==> src/irqc_regs.vh <==
// register offsets, field layouts, reset values and vectors for the interrupt controller
// assumes a 32-bit apb slave with one register per aligned word
`ifndef IRQC_REGS_VH
`define IRQC_REGS_VH

`define NUM_SRC 13
`define NUM_LVL_BITS 3

// byte offsets of the apb registers
`define OFF_IRQ_ENABLE 12'h000
`define OFF_EXT_IRQ_ENABLE 12'h004
`define OFF_PRIO_LOW 12'h008
`define OFF_PRIO_HIGH 12'h00C
`define OFF_EXT_PRIO_LOW 12'h010
`define OFF_EXT_PRIO_HIGH 12'h014
`define OFF_WDOG_CONTROL 12'h018
`define OFF_TIMER_CONTROL 12'h01C
`define OFF_EXT_IRQ_FLAG 12'h020
`define OFF_SER_TMR2_FLAG 12'h024
`define OFF_VECTOR_STATUS 12'h028
`define OFF_EVENT_STATUS 12'h02C
`define OFF_EVENT_MASK 12'h030

// field positions
`define BIT_GLOBAL_EN 7
`define BIT_PF_FLAG 4
`define BIT_PF_EN 5
`define BIT_WDOG_FLAG 3
`define BIT_IT0 0
`define BIT_EXT0_FLAG 1
`define BIT_IT1 2
`define BIT_EXT1_FLAG 3
`define BIT_TMR0_FLAG 5
`define BIT_TMR1_FLAG 7
`define BIT_WDOG_EN 4

// source indices in natural order
`define SRC_PF 0
`define SRC_EXT0 1
`define SRC_TMR0 2
`define SRC_EXT1 3
`define SRC_TMR1 4
`define SRC_SER0 5
`define SRC_TMR2 6
`define SRC_SER1 7
`define SRC_WDOG 12

// priority levels and vectors
`define LVL_PF 3'h4
`define LVL_IDLE 3'h7
`define VEC_PF 8'h33
`define VEC_BASE 8'h03
`define VEC_STEP 8'h08
`define VEC_SER1 8'h3B

`define RST_ZERO 8'h00
`endif

==> src/irq_arbiter.v <==
// combinational ranking of pending sources by level, then natural order
// assumes per-source pending and level inputs from the same clock domain
`timescale 1ns/1ps
`include "irqc_regs.vh"
module irq_arbiter #(
    parameter N = `NUM_SRC
) (
    input wire [N-1:0] pend,
    input wire [3*N-1:0] lvl,
    output reg found,
    output reg [3:0] win,
    output reg [2:0] win_lvl
);
    integer i;
    // scan from highest index downward; greater-or-equal lets the lower index take ties
    always @* begin
        found = 1'b0;
        win = 4'h0;
        win_lvl = 3'h0;
        for (i = N - 1; i >= 0; i = i - 1) begin
            if (pend[i] && (!found || lvl[3*i +: 3] >= win_lvl)) begin
                found = 1'b1;
                win = i[3:0];
                win_lvl = lvl[3*i +: 3];
            end
        end
    end
endmodule

==> src/irq_vector_rom.v <==
// registered vector address lookup per source index
// assumes the index is stable on the clock edge it is sampled
`timescale 1ns/1ps
`include "irqc_regs.vh"
module irq_vector_rom (
    input wire clk,
    input wire ce,
    input wire [3:0] idx,
    output reg [7:0] vec
);
    reg [7:0] vec_d;
    always @* begin
        if (idx == `SRC_PF) begin
            vec_d = `VEC_PF;
        end else if (idx == `SRC_SER1) begin
            vec_d = `VEC_SER1;
        end else if (idx < `SRC_SER1) begin
            vec_d = `VEC_BASE + ({4'h0, idx} - 8'h01) * `VEC_STEP;
        end else begin
            vec_d = `VEC_BASE + {4'h0, idx} * `VEC_STEP;
        end
    end
    always @(posedge clk) begin
        if (ce) begin
            vec <= vec_d;
        end
    end
endmodule

==> src/irq_controller.v <==
// five-level interrupt controller with apb register access and core vector handshake
// assumes pins are asynchronous, source events are same-clock one-cycle pulses
// Overview of operation
// - thirteen sources, each flag, enable, vector
// - maskable sources need own and global enable
// - global enable set permits enabled sources
// - global enable clear blocks maskable sources
// - power-fail gated by own enable only
// - five levels, level four for power-fail
// - enabled pending power-fail always wins
// - two priority bits, low and high registers
// - equal levels resolved by natural order
// - fixed natural order power-fail first, watchdog last
// - vectors 33h, 03h..63h, serial one 3Bh
// - flags set regardless of enable state
// - edge external 0/1 flags cleared on vectoring
// - level external flags follow the pin
// - timer0/1 flags cleared on vectoring
//
// The placing of the registers and the APB interface to the registers were decided locally.
`timescale 1ns/1ps
`include "irqc_regs.vh"
module irq_controller #(
    parameter N = `NUM_SRC
) (
    // clock, reset, enable
    input wire REF_CLK,
    input wire RST,
    input wire CE,
    // apb slave
    input wire PSEL,
    input wire PENABLE,
    input wire PWRITE,
    input wire [11:0] PADDR,
    input wire [31:0] PWDATA,
    output reg [31:0] PRDATA,
    output reg PREADY,
    output reg PSLVERR,
    // asynchronous pins, active low
    input wire EXT0_N,
    input wire EXT1_N,
    input wire [3:0] EXT25_N,
    // same-clock event pulses
    input wire POWERFAIL_EVT,
    input wire TMR0_OVF_EVT,
    input wire TMR1_OVF_EVT,
    input wire TMR2_OVF_EVT,
    input wire TMR2_EXT_EVT,
    input wire SER0_RX_EVT,
    input wire SER0_TX_EVT,
    input wire SER1_RX_EVT,
    input wire SER1_TX_EVT,
    input wire WDOG_EVT,
    // core handshake
    output reg VEC_REQ,
    output reg [7:0] VEC_ADDR,
    input wire VEC_ACK,
    input wire SVC_RETURN,
    // event interrupt
    output reg IRQ
);
    reg [7:0] irq_enable_q;
    reg [7:0] ext_irq_enable_q;
    reg [7:0] prio_low_q;
    reg [7:0] prio_high_q;
    reg [7:0] ext_prio_low_q;
    reg [7:0] ext_prio_high_q;
    reg powerfail_irq_enable_q;
    reg powerfail_flag_q;
    reg wdog_irq_flag_q;
    reg it0_q;
    reg it1_q;
    reg ext0_request_flag_q;
    reg ext1_request_flag_q;
    reg tmr0_overflow_flag_q;
    reg tmr1_overflow_flag_q;
    reg tmr2_overflow_flag_q;
    reg tmr2_external_flag_q;
    reg ser0_receive_flag_q;
    reg ser0_transmit_flag_q;
    reg ser1_receive_flag_q;
    reg ser1_transmit_flag_q;
    reg [3:0] ext25_flag_q;
    reg [5:0] pin_s1_q;
    reg [5:0] pin_s2_q;
    reg [5:0] pin_s3_q;
    reg [4:0] stack_q; // one bit per level in service
    reg [3:0] req_src_q;
    reg [2:0] req_lvl_q;
    reg [3:0] evt_status_q, evt_mask_q;
    wire [N-1:0] pend;
    wire [3*N-1:0] lvl;
    wire found;
    wire [3:0] win;
    wire [2:0] win_lvl;
    wire [7:0] vec;
    reg [2:0] cur_lvl;
    wire [N-1:0] flag_vec;
    wire [N-1:0] en_vec;
    wire [N-2:0] prio_lo, prio_hi;
    wire wr, rd;
    wire take;
    wire ack_evt;
    wire [5:0] pin_fall;
    wire [3:0] evt_now;
    integer k;

    assign wr = PSEL && PENABLE && PWRITE && !PREADY;
    assign rd = PSEL && PENABLE && !PWRITE && !PREADY;
    assign ack_evt = VEC_REQ && VEC_ACK;

    // level-triggered flags follow the synchronised pin, asserted when low
    assign flag_vec = {wdog_irq_flag_q, ext25_flag_q, ser1_receive_flag_q | ser1_transmit_flag_q,
                       tmr2_overflow_flag_q | tmr2_external_flag_q,
                       ser0_receive_flag_q | ser0_transmit_flag_q,
                       tmr1_overflow_flag_q, it1_q ? ext1_request_flag_q : !pin_s2_q[1],
                       tmr0_overflow_flag_q, it0_q ? ext0_request_flag_q : !pin_s2_q[0],
                       powerfail_flag_q};
    assign en_vec = {ext_irq_enable_q[4:0], irq_enable_q[6:0], powerfail_irq_enable_q};
    assign prio_lo = {ext_prio_low_q[4:0], prio_low_q[6:0]};
    assign prio_hi = {ext_prio_high_q[4:0], prio_high_q[6:0]};

    genvar g;
    generate
        for (g = 0; g < N; g = g + 1) begin : src
            if (g == `SRC_PF) begin : pf
                assign pend[g] = flag_vec[g] && en_vec[g];
                assign lvl[3*g +: 3] = `LVL_PF;
            end else begin : mk
                // series and with the global enable
                assign pend[g] = flag_vec[g] && en_vec[g] && irq_enable_q[`BIT_GLOBAL_EN];
                assign lvl[3*g +: 3] = {1'b0, prio_hi[g-1], prio_lo[g-1]};
            end
        end
    endgenerate

    irq_arbiter #(.N(N)) u_arb (
        .pend(pend),
        .found(found),
        .lvl(lvl),
        .win(win),
        .win_lvl(win_lvl)
    );

    irq_vector_rom u_rom (
        .clk(REF_CLK),
        .ce(CE),
        .idx(win),
        .vec(vec)
    );

    // highest level currently in service; idle code means none
    always @* begin
        cur_lvl = `LVL_IDLE;
        for (k = 0; k < 5; k = k + 1) begin
            if (stack_q[k]) begin
                cur_lvl = k[2:0];
            end
        end
    end
    assign take = found && !VEC_REQ && (cur_lvl == `LVL_IDLE || win_lvl > cur_lvl);

    assign pin_fall = pin_s3_q & ~pin_s2_q;
    // vec from the rom lags one cycle, so the request rises two cycles after take, one after pending_q
    assign evt_now = {ack_evt && req_src_q == `SRC_PF, pin_fall[0] | pin_fall[1], ack_evt,
                      POWERFAIL_EVT};

    always @(posedge REF_CLK) begin
        if (RST) begin
            pin_s1_q <= 6'h3F;
            pin_s2_q <= 6'h3F;
            pin_s3_q <= 6'h3F;
        end else if (CE) begin
            pin_s1_q <= {~EXT25_N ^ 4'hF, EXT1_N, EXT0_N};
            pin_s2_q <= pin_s1_q;
            pin_s3_q <= pin_s2_q;
        end
    end

    // core handshake: arbitrate, present vector, retire on ack
    reg pending_q;
    always @(posedge REF_CLK) begin
        if (RST) begin
            VEC_REQ <= 1'b0;
            VEC_ADDR <= `RST_ZERO;
            pending_q <= 1'b0;
            req_src_q <= 4'h0;
            req_lvl_q <= 3'h0;
            stack_q <= 5'h00;
        end else if (CE) begin
            if (SVC_RETURN && stack_q != 5'h00) begin
                stack_q[cur_lvl] <= 1'b0;
            end
            if (take && !pending_q) begin
                pending_q <= 1'b1;
                req_src_q <= win;
                req_lvl_q <= win_lvl;
            end else if (pending_q && !VEC_REQ) begin
                VEC_REQ <= 1'b1;
                VEC_ADDR <= vec;
            end else if (ack_evt) begin
                VEC_REQ <= 1'b0;
                pending_q <= 1'b0;
                stack_q[req_lvl_q] <= 1'b1;
            end
        end
    end

    // flags: hardware set wins over any clear in the same cycle
    always @(posedge REF_CLK) begin
        if (RST) begin
            irq_enable_q <= `RST_ZERO;
            ext_irq_enable_q <= `RST_ZERO;
            prio_low_q <= `RST_ZERO;
            prio_high_q <= `RST_ZERO;
            ext_prio_low_q <= `RST_ZERO;
            ext_prio_high_q <= `RST_ZERO;
            powerfail_irq_enable_q <= 1'b0;
            powerfail_flag_q <= 1'b0;
            wdog_irq_flag_q <= 1'b0;
            it0_q <= 1'b0;
            it1_q <= 1'b0;
            ext0_request_flag_q <= 1'b0;
            ext1_request_flag_q <= 1'b0;
            tmr0_overflow_flag_q <= 1'b0;
            tmr1_overflow_flag_q <= 1'b0;
            tmr2_overflow_flag_q <= 1'b0;
            tmr2_external_flag_q <= 1'b0;
            ser0_receive_flag_q <= 1'b0;
            ser0_transmit_flag_q <= 1'b0;
            ser1_receive_flag_q <= 1'b0;
            ser1_transmit_flag_q <= 1'b0;
            ext25_flag_q <= 4'h0;
            evt_status_q <= 4'h0;
            evt_mask_q <= 4'h0;
        end else if (CE) begin
            if (wr) begin
                case (PADDR)
                    `OFF_IRQ_ENABLE: irq_enable_q <= PWDATA[7:0];
                    `OFF_EXT_IRQ_ENABLE: ext_irq_enable_q <= PWDATA[7:0];
                    `OFF_PRIO_LOW: prio_low_q <= PWDATA[7:0];
                    `OFF_PRIO_HIGH: prio_high_q <= PWDATA[7:0];
                    `OFF_EXT_PRIO_LOW: ext_prio_low_q <= PWDATA[7:0];
                    `OFF_EXT_PRIO_HIGH: ext_prio_high_q <= PWDATA[7:0];
                    `OFF_WDOG_CONTROL: begin
                        powerfail_irq_enable_q <= PWDATA[`BIT_PF_EN];
                        if (!PWDATA[`BIT_PF_FLAG]) powerfail_flag_q <= 1'b0;
                        if (!PWDATA[`BIT_WDOG_FLAG]) wdog_irq_flag_q <= 1'b0;
                    end
                    `OFF_TIMER_CONTROL: begin
                        it0_q <= PWDATA[`BIT_IT0];
                        it1_q <= PWDATA[`BIT_IT1];
                        ext0_request_flag_q <= PWDATA[`BIT_EXT0_FLAG];
                        ext1_request_flag_q <= PWDATA[`BIT_EXT1_FLAG];
                        tmr0_overflow_flag_q <= PWDATA[`BIT_TMR0_FLAG];
                        tmr1_overflow_flag_q <= PWDATA[`BIT_TMR1_FLAG];
                    end
                    `OFF_EXT_IRQ_FLAG: ext25_flag_q <= ext25_flag_q & PWDATA[7:4];
                    `OFF_SER_TMR2_FLAG: begin
                        ser0_receive_flag_q <= ser0_receive_flag_q & PWDATA[0];
                        ser0_transmit_flag_q <= ser0_transmit_flag_q & PWDATA[1];
                        ser1_receive_flag_q <= ser1_receive_flag_q & PWDATA[2];
                        ser1_transmit_flag_q <= ser1_transmit_flag_q & PWDATA[3];
                        tmr2_external_flag_q <= tmr2_external_flag_q & PWDATA[6];
                        tmr2_overflow_flag_q <= tmr2_overflow_flag_q & PWDATA[7];
                    end
                    `OFF_EVENT_STATUS: evt_status_q <= evt_status_q & ~PWDATA[3:0];
                    `OFF_EVENT_MASK: evt_mask_q <= PWDATA[3:0];
                    default: ;
                endcase
            end
            // hardware clear on vectoring, for edge externals 0/1 and timer 0/1
            if (ack_evt && req_src_q == `SRC_EXT0 && it0_q) ext0_request_flag_q <= 1'b0;
            if (ack_evt && req_src_q == `SRC_EXT1 && it1_q) ext1_request_flag_q <= 1'b0;
            if (ack_evt && req_src_q == `SRC_TMR0) tmr0_overflow_flag_q <= 1'b0;
            if (ack_evt && req_src_q == `SRC_TMR1) tmr1_overflow_flag_q <= 1'b0;
            // sets regardless of enables, placed last so they win
            // no latch in level mode, so a later switch to edge mode starts clean
            if (pin_fall[0] && it0_q) ext0_request_flag_q <= 1'b1;
            if (pin_fall[1] && it1_q) ext1_request_flag_q <= 1'b1;
            ext25_flag_q <= (wr && PADDR == `OFF_EXT_IRQ_FLAG ? ext25_flag_q & PWDATA[7:4]
                             : ext25_flag_q) | pin_fall[5:2];
            if (POWERFAIL_EVT) powerfail_flag_q <= 1'b1;
            if (TMR0_OVF_EVT) tmr0_overflow_flag_q <= 1'b1;
            if (TMR1_OVF_EVT) tmr1_overflow_flag_q <= 1'b1;
            if (TMR2_OVF_EVT) tmr2_overflow_flag_q <= 1'b1;
            if (TMR2_EXT_EVT) tmr2_external_flag_q <= 1'b1;
            if (SER0_RX_EVT) ser0_receive_flag_q <= 1'b1;
            if (SER0_TX_EVT) ser0_transmit_flag_q <= 1'b1;
            if (SER1_RX_EVT) ser1_receive_flag_q <= 1'b1;
            if (SER1_TX_EVT) ser1_transmit_flag_q <= 1'b1;
            if (WDOG_EVT) wdog_irq_flag_q <= 1'b1;
            evt_status_q <= (wr && PADDR == `OFF_EVENT_STATUS ? evt_status_q & ~PWDATA[3:0]
                             : evt_status_q) | evt_now;
        end
    end

    always @(posedge REF_CLK) begin
        if (RST) begin
            IRQ <= 1'b0;
        end else if (CE) begin
            IRQ <= |(evt_status_q & evt_mask_q);
        end
    end

    // apb: one wait state, pready pulses one cycle in the access phase
    always @(posedge REF_CLK) begin
        if (RST) begin
            PREADY <= 1'b0;
            PSLVERR <= 1'b0;
            PRDATA <= 32'h0000_0000;
        end else if (CE) begin
            PREADY <= PSEL && PENABLE && !PREADY;
            PSLVERR <= 1'b0;
            PRDATA <= 32'h0000_0000;
            if (PSEL && PENABLE && !PREADY && PADDR > `OFF_EVENT_MASK) PSLVERR <= 1'b1;
            if (rd) begin
                case (PADDR)
                    `OFF_IRQ_ENABLE: PRDATA <= {24'h00_0000, irq_enable_q};
                    `OFF_EXT_IRQ_ENABLE: PRDATA <= {24'h00_0000, ext_irq_enable_q};
                    `OFF_PRIO_LOW: PRDATA <= {24'h00_0000, prio_low_q};
                    `OFF_PRIO_HIGH: PRDATA <= {24'h00_0000, prio_high_q};
                    `OFF_EXT_PRIO_LOW: PRDATA <= {24'h00_0000, ext_prio_low_q};
                    `OFF_EXT_PRIO_HIGH: PRDATA <= {24'h00_0000, ext_prio_high_q};
                    `OFF_WDOG_CONTROL: PRDATA <= {26'h000_0000, powerfail_irq_enable_q,
                                                 powerfail_flag_q, wdog_irq_flag_q, 3'h0};
                    `OFF_TIMER_CONTROL: PRDATA <= {24'h00_0000, tmr1_overflow_flag_q, 1'b0,
                                                  tmr0_overflow_flag_q, 1'b0, flag_vec[3],
                                                  it1_q, flag_vec[1], it0_q};
                    `OFF_EXT_IRQ_FLAG: PRDATA <= {24'h00_0000, ext25_flag_q, 4'h0};
                    `OFF_SER_TMR2_FLAG: PRDATA <= {24'h00_0000, tmr2_overflow_flag_q,
                                                  tmr2_external_flag_q, 2'h0,
                                                  ser1_transmit_flag_q, ser1_receive_flag_q,
                                                  ser0_transmit_flag_q, ser0_receive_flag_q};
                    `OFF_VECTOR_STATUS: PRDATA <= {16'h0000, 3'h0, stack_q, VEC_REQ,
                                                  cur_lvl, req_src_q};
                    `OFF_EVENT_STATUS: PRDATA <= {28'h000_0000, evt_status_q};
                    `OFF_EVENT_MASK: PRDATA <= {28'h000_0000, evt_mask_q};
                    default: PRDATA <= 32'h0000_0000;
                endcase
            end
        end
    end
endmodule

==> config.mk <==
export PLATFORM = sky130hd
export DESIGN_NAME = irq_controller
export DESIGN_NICKNAME = d
export VERILOG_FILES = /design/src/irq_arbiter.v /design/src/irq_vector_rom.v /design/src/irq_controller.v
export VERILOG_INCLUDE_DIRS = /design/src
export SDC_FILE = /design/constraint.sdc
export NUM_CORES = 1
export LEC_CHECK = 0
export BUFFER_PORTS_ARGS = -buffer_cell sky130_fd_sc_hd__buf_2
export CAP_MARGIN = 20
export CORE_AREA = 5 5 182 149
export DETAILED_ROUTE_END_ITERATION = 8
export DIE_AREA = 0 0 187 154
export GPL_TIMING_DRIVEN = 0
export RECOVER_POWER = 25
export SLEW_MARGIN = 20
export SYNTH_ARGS = -nofsm -noshare
export SYNTH_HDL_FRONTEND = slang
export SYNTH_HIERARCHICAL = 1
export SYNTH_SLANG_ARGS = --single-unit
==> constraint.sdc <==
create_clock -name REF_CLK -period 33.3 [get_ports REF_CLK]
set_input_delay 6.66 -clock REF_CLK [delete_from_list [all_inputs] [get_ports REF_CLK]]
set_output_delay 6.66 -clock REF_CLK [all_outputs]
set_load 0.02 [all_outputs]
==> results of run 1 <==
[power by group]
part	internal, mW	total (mW)	switching, mW
sequential	0.166	0.168	0.00191
clock	0.113	0.195	0.0811
combinational	0.00960	0.0304	0.0208
total	0.289	0.393	0.104
[final cells by class]
cell class | instances | area [um2] | area share
clock inverters | 12 | 126 | 0.0126
plain buffers | 81 | 450 | 0.0448
well taps | 324 | 405 | 0.0403
clock buffers | 20 | 478 | 0.0475
inverters | 37 | 139 | 0.0138
flip-flops and latches | 136 | 2770 | 0.276
diodes | 1 | 2.50 | 0.000249
repair buffers | 60 | 268 | 0.0266
multi-input cells | 823 | 5420 | 0.539
[stage by stage]
stage                     setup WS, ns  utilization  power, mW
after floorplan                  16.40            -      0.190
after global placement           14.07        0.380      0.201
after detailed placement         13.72        0.380      0.201
after CTS                        13.64        0.405      0.393
after global routing             11.85        0.403      0.404
final                            13.45        0.403      0.393
[logic make-up after synthesis]
kind of cell	Yosys count	share of synthesized area
simple gates	379	0.224
compound gates	258	0.213
flops	136	0.322
buf+inv	118	0.0685
mux	96	0.118
fa+ha+maj	36	0.0524
other cells	4	0.00175
[worst min path at each step]
stage | start | endpoint | slack, ns | depth (start not counted)
after global routing | ext0_request_flag_q$_SDFFE_PP0P_ | ext0_request_flag_q$_SDFFE_PP0P_ | 0.48 | 2
after global placement | VEC_ADDR[0]$_SDFFE_PP0P_ | VEC_ADDR[0]$_SDFFE_PP0P_ | 0.44 | 2
after floorplan | pin_s3_q[0]$_SDFFE_PP1P_ | pin_s3_q[0]$_SDFFE_PP1P_ | 0.43 | 2
after CTS | VEC_ADDR[1]$_SDFFE_PP0P_ | VEC_ADDR[1]$_SDFFE_PP0P_ | 0.46 | 2
after detailed placement | VEC_ADDR[1]$_SDFFE_PP0P_ | VEC_ADDR[1]$_SDFFE_PP0P_ | 0.45 | 2
final | VEC_ADDR[5]$_SDFFE_PP0P_ | VEC_ADDR[5]$_SDFFE_PP0P_ | 0.45 | 2
[metal layers]
layer,part of all wire,wire [um],vias to the layer above
met2,0.42,12000,367
met4,0.013,383,0
met3,0.088,2520,36
met1,0.48,13600,3897
met5,0,0,-
li1,-,-,3909
[placed cells by master, fill, tap and decap left out, types with 5 or more instances in the layout]
master     netlist  layout
a221oi_1         6       6
clkbuf_16        0      18
nand2_1        117     117
inv_1           36      36
a31oi_1         12      12
nand4_1          6       7
o211a_1          6       6
dfxtp_1        131     131
mux2_2          10      10
o2111ai_1        6       6
a21o_1           7       7
buf_2            9      43
a32oi_1          5       5
clkbuf_1        37      64
and3_1          12      12
nand3_1         22      22
a21boi_0         6       6
conb_1           4      54
nor4_1           7       6
nor2_1         105     105
and2_1          10      10
a22oi_1         13      13
o21ai_0         59      59
a21oi_1         57      57
nor2b_1         22      22
nand2b_1        15      15
a211oi_1         5       5
ha_1            36      36
nor3_1          13      13
buf_6            6       6
edfxtp_1         5       5
or2_2            8       8
o31ai_1          5       5
o211ai_1         5       5
or3_1            7       7
buf_4           24      24
mux2i_1         82      82
nand3b_1         6       6
[sequential cells by signal (all words and copies together) (netlist names), 3 cells and up]
| name | count |
|---|---|
| stack_q | 5 |
| evt_status_q | 4 |
| pin_s1_q | 6 |
| evt_mask_q | 4 |
| VEC_ADDR | 8 |
| pin_s2_q | 6 |
| pin_s3_q | 6 |
| PRDATA | 13 |
| prio_high_q | 8 |
| ext_prio_high_q | 8 |
| req_lvl_q | 3 |
| u_rom/vec | 5 |
| ext_prio_low_q | 8 |
| ext_irq_enable_q | 8 |
| ext25_flag_q | 4 |
| irq_enable_q | 8 |
| prio_low_q | 8 |
| req_src_q | 4 |
[worst reg2reg max path: cells and delay by family, from the launching register on]
family | cells | cell delay, ns
AOI/OAI and AO/OA | 35 | 9.14
muxes | 3 | 0.97
adders and majority gates | 13 | 3.23
and+or+nand+nor | 31 | 4.92
DFF | 1 | 0.44
buffers and inverters | 7 | 1.11
==> metrics.txt, run 1 <==
outcome completed; mapped cell area 0.00860 mm2; Rel. slew slack 0.275; r2r setup slk 13.45 ns; gr busiest metal met1; later-pin clock latency in the skew report 0.43 ns; dominant cell type by area after synthesis dfxtp_1; max cap viols 0; clock skew 0.0115 ns; Die H 154 um; met2 GRT Util 0.282; post-CTS repair timing setup buffer count 0; class of the most critical setup path flip-flop to flip-flop; starting density of the core 0.344; final wirelength 28500 um; largest net degree at the start of global routing 17; drt drc 0; clk buf depth 2; Die X 187 um; row count 52; VDD IR max 33.9 uV; clock root buffer master clkbuf_16; Core ar. 0.0250 mm2; Worst R2R Path Depth 89; Final TNS setup 0 ns; crit path buf inv count 7; FFs w/ async S/R, synth 0; hold buffer count at CTS 0; DR pass1 iterations 6; leakage 3.99 nW; P per Cell Area 39.0 mW/mm2; die area 0.0288 mm2; mean number of vias per cell 5.49; grt total ovfl 0; Setup crit end req_lvl_q[1]$_SDFFE_PP0P_; crit path time final 19.85 ns; RSZ-0062 raised after global routing false; initial antenna violation count 0; CP max FO 10; slowest CP cell o31ai_1; Distinct cells, synth 98; cell mode on critical path ha_1; register area share after synthesis 0.322; P&R area growth vs syn 17.0%; antenna violation net count after detailed routing 0; Slew @ Worst Pin 1.08 ns; worst r2r dst req_lvl_q[1]$_SDFFE_PP0P_; YS warnings 6; crit path from irq_enable_q[7]$_SDFFE_PP0P_; H-tree levels 4; clk slew on worst S/H paths 0.06 ns; final instance area 0.0101 mm2; global-route wire length before repair 43600 um; top-count cell post-synth dfxtp_1; crit end category flip-flop; DR vias 8209; top post-synthesis cells by area dfxtp_1 (31%), mux2i_1 (9.5%), ha_1 (5.2%); CTS tree built; r2r startpoint irq_enable_q[7]$_SDFFE_PP0P_; Hold Violations, Final 0; Achievable Freq 50.4 MHz; Port Buffers 60; Slew Viols, Final 0; slowest cell delay on critical path 0.69 ns; met1 Use GR 0.288; synthesized area per cell 8.37 um2; Synth top area share 0.305; Min-Delay Path Class flip-flop to flip-flop; IO Pins 112; FF+latch count, synth 136; Most used DFF post-synth dfxtp_1; vias in the first global route 7405; clock sink count 136; RePlAce Congestion 0.949; EDFF count, synth 5; Post-synth top cells dfxtp_1 (131), nand2_1 (117), nor2_1 (105); Gate Count Post-Synth 1027; Initial DRC Count 808; Avg WL per Cell 19.1 um; Nets 1260; number of non-filler instances in the completed layout 1494; critical path arrival 20.20 ns; crit share post-route 0.596; startpoint types flip-flop; Resize count post-CTS 0; final setup vio count 0; family with the most delay on the worst path compound AO/OA/AOI/OAI gates; met3 Use GR 0.0372; layout cells sized above 1 0.135; Hold Worst Slack 0.454 ns; area post-placement 0.00950 mm2; gr usage total 0.191; HPWL after detailed placement 21700 um; # placed instances 1461; Num CTS Buffers 17; final-layout fill cell count 2566; Critical Path RT 33.65 ns; Worst path depth 89
No activity file was read; power rests on OpenSTA's default activity.
==> inputs of run 2 (changes only) <==
--- a/config.mk
+++ b/config.mk
@@ -6,11 +6,12 @@
 export SDC_FILE = /design/constraint.sdc
 export NUM_CORES = 1
 export LEC_CHECK = 0
+export ABC_AREA = 1
 export BUFFER_PORTS_ARGS = -buffer_cell sky130_fd_sc_hd__buf_2
 export CAP_MARGIN = 20
-export CORE_AREA = 5 5 182 149
+export CORE_AREA = 5 5 181 148
 export DETAILED_ROUTE_END_ITERATION = 8
-export DIE_AREA = 0 0 187 154
+export DIE_AREA = 0 0 186 153
 export GPL_TIMING_DRIVEN = 0
 export RECOVER_POWER = 25
 export SLEW_MARGIN = 20
==> constraint.sdc (replaced) <==
create_clock -name REF_CLK -period 17.6 [get_ports REF_CLK]
set_input_delay 3.52 -clock REF_CLK [delete_from_list [all_inputs] [get_ports REF_CLK]]
set_output_delay 3.52 -clock REF_CLK [all_outputs]
set_load 0.02 [all_outputs]
==> run 2 against run 1 <==
Global-route usage rose by 0.67 points. Combinational power increased by 91%. Highest routed layer unchanged. Cell count is 17% higher. Core utilization is 0.27 points higher. Critical path type unchanged. Via count rose by 5.7%. Flip-flop and latch count stayed put. Die area down 1.2%.
==> metrics.txt, run 2 <==
outcome completed; layout cells sized above 1 0.139; Slew Viols, Final 0; Hold Path End prio_low_q[7]$_SDFFE_PP0P_; row count 52; critical path arrival 15.51 ns; crit end category flip-flop; die area 0.0285 mm2; clock root buffer master clkbuf_16; IO Pins 112; Initial DRC Count 819; simple-gate share of the synthesized area 0.332; Num CTS Buffers 17; EDFF count, synth 5; Core ar. 0.0249 mm2; class of the most critical setup path flip-flop to flip-flop; Nets 1513; clk slew on worst S/H paths 0.06 ns; drt drc 0; pre-CTS WS 2.51 ns; antenna violation net count after detailed routing 0; r2r setup slk 2.47 ns; Die H 153 um; crit share post-route 0.860; Most used DFF post-synth dfxtp_1; Routed met2 length 11700 um; register area share after synthesis 0.324; Post-Synth Adder-Cell Area 0.0526; Hold Worst Slack 0.445 ns; mapped cell area 0.00857 mm2; post-CTS repair timing setup buffer count 0; max cap viols 0; startpoint types flip-flop; largest family of logic cells by synthesized area simple AND/OR/NAND/NOR gates; grt total ovfl 0; r2r startpoint irq_enable_q[7]$_SDFFE_PP0P_; dominant cell type by area after synthesis dfxtp_1; HPWL after detailed placement 22100 um; vias in the first global route 8064; crit path time final 15.13 ns; Avg WL per Cell 16.0 um; Largest register FFs 13; CTS tree built; Compound-Gate Fraction of Synth Area 0.166; Synth top area share 0.306; Pwr Total 0.772 mW; Antenna Cells 0; clock sink count 136; Post-synth top cells nand2_1 (279), inv_1 (162), dfxtp_1 (131); starting density of the core 0.345; DR vias 8673; # placed instances 1714; RePlAce Congestion 0.975; Util after Layout 0.406; met3 wire length 2070 um; leakage 4.36 nW; Min-Delay Path Depth 2; highest metal used met4; worst r2r dst req_lvl_q[2]$_SDFFE_PP0P_; number of non-filler instances in the completed layout 1746; top-count cell post-synth nand2_1; FF+latch count, synth 136; Resize count post-CTS 0; slowest CP cell nor2_1; mux share of post-synthesis cell area 0; largest net degree at the start of global routing 17; Distinct cells, synth 46; final setup vio count 0; top post-synthesis cells by area dfxtp_1 (31%), nand2_1 (12%), inv_1 (7.1%); hold buffer count at CTS 0; most common cell after layout, fill and taps aside nand2_1; Slew @ Worst Pin 0.888 ns; clk buf depth 2; mean number of vias per cell 4.97; Rel. slew slack 0.403; P&R area growth vs syn 17.6%; CP max FO 10; Min-Delay Path Class flip-flop to flip-flop; P per Cell Area 76.6 mW/mm2; VDD IR max 66.1 uV; wire length on met1 13600 um; Worst R2R Path Depth 111; YS warnings 6; Worst Hold Launch prio_low_q[7]$_SDFFE_PP0P_; final wirelength 27900 um; Hold Violations, Final 0; clock skew 0.00900 ns; Port Buffers 65; H-tree levels 4; Die X 186 um; FFs w/ async S/R, synth 0; initial antenna violation count 0; most frequent cells in the layout nand2_1 (280), inv_1 (163), dfxtp_1 (131); RSZ-0062 raised after global routing false; gr usage total 0.197; Biggest register PRDATA; Final TNS setup 0 ns; DR pass1 iterations 5; XOR/XNOR share of the synthesized area 0; later-pin clock latency in the skew report 0.44 ns; final instance area 0.0101 mm2; cell mode on critical path nand2_1; Setup WS post-layout 2.47 ns; Critical Path RT 17.98 ns; area post-placement 0.00948 mm2; slowest cell delay on critical path 0.49 ns; global-route wire length before repair 44000 um; Gate Count Post-Synth 1277; Achievable Freq 66.1 MHz; synthesized area per cell 6.71 um2
run 2: cell types whose count changed in the layout (fill, tap and decap cells not counted), moves of 34 or more:
cell	before	now
nand2_1	117	280
inv_1	36	163
mux2i_1	82	0
nand3_1	22	95
a21oi_1	57	115
o21ai_0	59	110
nand4_1	7	41
run 2: critical path: cells and delay by family (launching register included):
| kind | cells | cell delay [ns] |
|---|---|---|
| DFF | 1 | 0.30 |
| adders and majority gates | 13 | 3.78 |
| and+or+nand+nor | 63 | 6.65 |
| AOI/OAI and AO/OA | 20 | 3.08 |
| buffers and inverters | 15 | 1.20 |
run 2: final cells by class:
cell class / count / area, um2
clock buffers: 21 / 470
fillers: 2688 / 14800
repair buffers: 65 / 294
clock inverters: 11 / 166
well taps: 324 / 405
plain buffers: 66 / 388
flip-flops and latches: 136 / 2770
inverters: 178 / 673
multi-input cells: 945 / 4910
run 2: worst max-delay path by stage:
stage,from,endpoint
6_report,irq_enable_q[7]$_SDFFE_PP0P_,req_lvl_q[2]$_SDFFE_PP0P_
5_1_grt,irq_enable_q[7]$_SDFFE_PP0P_,req_lvl_q[0]$_SDFFE_PP0P_
4_1_cts,irq_enable_q[7]$_SDFFE_PP0P_,req_lvl_q[2]$_SDFFE_PP0P_
3_5_place_dp,irq_enable_q[7]$_SDFFE_PP0P_,req_lvl_q[2]$_SDFFE_PP0P_
3_3_place_gp,irq_enable_q[7]$_SDFFE_PP0P_,req_src_q[0]$_SDFFE_PP0P_
2_1_floorplan,irq_enable_q[7]$_SDFFE_PP0P_,req_lvl_q[0]$_SDFFE_PP0P_
run 2: power breakdown:
part	switching [mW]	internal [mW]	total (mW)
logic	0.0408	0.0174	0.0582
registers	0.00405	0.315	0.319
clock network	0.146	0.248	0.394
total	0.190	0.581	0.772
run 2: cells by family (layout without fill, tap and decap cells):
| family | after synthesis | after routing |
|---|---|---|
| buf+inv | 244 | 341 |
| flops | 136 | 136 |
| other cells | 4 | 52 |
| simple gates | 591 | 591 |
| compound gates | 266 | 266 |
| fa+ha+maj | 36 | 36 |
run 2: per-layer routing:
layer | track usage | vias up
met3 | 0.0399 | 38
met1 | 0.298 | 3956
li1 | - | 4391
met2 | 0.282 | 288
met4 | 0.0565 | 0
met5 | 0 | -
==> inputs of run 3 (changes only) <==
--- a/config.mk
+++ b/config.mk
@@ -9,10 +9,13 @@
 export ABC_AREA = 1
 export BUFFER_PORTS_ARGS = -buffer_cell sky130_fd_sc_hd__buf_2
 export CAP_MARGIN = 20
+export CELL_PAD_IN_SITES_DETAIL_PLACEMENT = 1
+export CELL_PAD_IN_SITES_GLOBAL_PLACEMENT = 1
 export CORE_AREA = 5 5 181 148
 export DETAILED_ROUTE_END_ITERATION = 8
 export DIE_AREA = 0 0 186 153
 export GPL_TIMING_DRIVEN = 0
+export PLACE_DENSITY_LB_ADDON = 0.25
 export RECOVER_POWER = 25
 export SLEW_MARGIN = 20
 export SYNTH_ARGS = -nofsm -noshare
==> run 3 against run 2 <==
Die area did not move. Sequential power barely moved. Flip-flop and latch count did not move. Sequential share of layout area fell by 0.085 points. Highest routed layer unchanged. Power rose by 3.1%. Worst hold slack improved by 0.017 ns. Largest cell class unchanged. Cell count did not move. Via count rose by 2.5%. Largest power group unchanged. First-iteration DRC count fell by 28%. Register-to-register slack got worse by 0.44 ns. Worst setup slack got worse by 0.44 ns. Combinational power rose by 2%.
==> metrics.txt, run 3 (same netlist as run 2, synthesis figures left out) <==
outcome completed; mean number of vias per cell 5.09; CTS tree built; Nets 1513; Slew Viols, Final 0; hold buffer count at CTS 0; die area 0.0285 mm2; crit end category flip-flop; clock sink count 136; CP max FO 10; P per Cell Area 78.7 mW/mm2; starting density of the core 0.345; Hold Violations, Final 0; r2r setup slk 2.03 ns; # placed instances 1714; post-CTS repair timing setup buffer count 0; most common cell after layout, fill and taps aside nand2_1; DR vias 8894; worst r2r dst req_src_q[0]$_SDFFE_PP0P_; P&R area growth vs syn 18.0%; most frequent cells in the layout nand2_1 (281), inv_1 (163), dfxtp_1 (131); Achievable Freq 64.2 MHz; gr usage total 0.221; slowest cell delay on critical path 0.51 ns; layout cells sized above 1 0.138; Avg WL per Cell 18.0 um; Critical Path RT 17.97 ns; H-tree levels 4; RSZ-0062 raised after global routing false; max cap viols 0; global-route wire length before repair 49200 um; clock root buffer master clkbuf_16; clock skew 0.0101 ns; Worst Hold Launch VEC_ADDR[6]$_SDFFE_PP0P_; vias in the first global route 8929; Initial DRC Count 587; Die H 153 um; startpoint types flip-flop; slowest CP cell nor2_1; Antenna Cells 0; Rel. slew slack 0.384; clk buf depth 2; crit share post-route 0.885; row count 52; crit path time final 15.57 ns; Largest register FFs 13; HPWL after detailed placement 24900 um; RePlAce Congestion 0.923; grt total ovfl 0; Biggest register PRDATA; clk slew on worst S/H paths 0.06 ns; critical path arrival 15.94 ns; Port Buffers 65; class of the most critical setup path flip-flop to flip-flop; final setup vio count 0; later-pin clock latency in the skew report 0.44 ns; Min-Delay Path Depth 2; final wirelength 31400 um; Core ar. 0.0249 mm2; Slew @ Worst Pin 0.916 ns; VDD IR max 66.2 uV; Hold Path End VEC_ADDR[6]$_SDFFE_PP0P_; Resize count post-CTS 0; leakage 4.37 nW; IO Pins 112; Num CTS Buffers 17; cell mode on critical path nand2_1; Die X 186 um; r2r startpoint irq_enable_q[7]$_SDFFE_PP0P_; Final TNS setup 0 ns; Min-Delay Path Class flip-flop to flip-flop; DR pass1 iterations 5; largest net degree at the start of global routing 17; number of non-filler instances in the completed layout 1746; initial antenna violation count 0; Worst R2R Path Depth 109; antenna violation net count after detailed routing 0; drt drc 0
[run 3: cell types whose count changed in the layout (fill, tap and decap cells not counted), sizes merged]
cell,change
buf,-1
bufinv,+2
clkbuf,-3
clkinv,+3
inv,-1
[run 3: power by group]
group | internal (mW) | leakage [nW] | switching [mW]
clock network | 0.266 | 0.328 | 0.151
logic | 0.0174 | 2.93 | 0.0419
registers | 0.315 | 1.11 | 0.00418
total | 0.599 | 4.37 | 0.197
[run 3: per-stage QoR]
step | setup WS [ns] | power (mW) | area, um2 | hold WS, ns | utilization
6_report | 2.03 | 0.796 | 10100 | 0.463 | 0.407
5_1_grt | 0.0591 | 0.821 | 10100 | 0.479 | 0.407
4_1_cts | 1.88 | 0.800 | 10100 | 0.459 | 0.408
3_5_place_dp | 2.05 | 0.385 | 9480 | 0.446 | 0.381
3_3_place_gp | 2.52 | 0.384 | 9480 | 0.433 | 0.381
2_1_floorplan | 4.84 | 0.362 | 8750 | 0.424 | -
[run 3: worst max path at each step]
stage / start / endpoint / cells after the start
2_1_floorplan: irq_enable_q[7]$_SDFFE_PP0P_ / req_lvl_q[0]$_SDFFE_PP0P_ / 111
3_3_place_gp: irq_enable_q[7]$_SDFFE_PP0P_ / req_src_q[0]$_SDFFE_PP0P_ / 109
3_5_place_dp: irq_enable_q[7]$_SDFFE_PP0P_ / req_lvl_q[2]$_SDFFE_PP0P_ / 111
4_1_cts: irq_enable_q[7]$_SDFFE_PP0P_ / req_src_q[0]$_SDFFE_PP0P_ / 109
5_1_grt: irq_enable_q[7]$_SDFFE_PP0P_ / req_src_q[0]$_SDFFE_PP0P_ / 109
6_report: irq_enable_q[7]$_SDFFE_PP0P_ / req_src_q[0]$_SDFFE_PP0P_ / 109
[run 3: cell type report]
| cell class | count | area [um2] |
|---|---|---|
| inverters | 178 | 673 |
| flip-flops and latches | 136 | 2770 |
| multi-input cells | 945 | 4910 |
| plain buffers | 66 | 388 |
| repair buffers | 65 | 293 |
| fillers | 3297 | 14700 |
| clock inverters | 15 | 246 |
| clock buffers | 17 | 425 |
| well taps | 324 | 405 |
[run 3: routing by layer]
metal / part of all wire / vias up / global-route usage
li1: - / 4387 / -
met1: 0.49 / 4291 / 0.319
met2: 0.45 / 189 / 0.346
met3: 0.052 / 27 / 0.0409
met4: 0.011 / 0 / 0.0472
met5: 0 / - / 0
[run 3: critical path, delay by kind of cell (launching register included)]
| family | cells | cell delay (ns) |
|---|---|---|
| simple gates | 59 | 6.48 |
| fa+ha+maj | 13 | 3.89 |
| compound gates | 22 | 3.47 |
| buf+inv | 15 | 1.29 |
| flops | 1 | 0.30 |
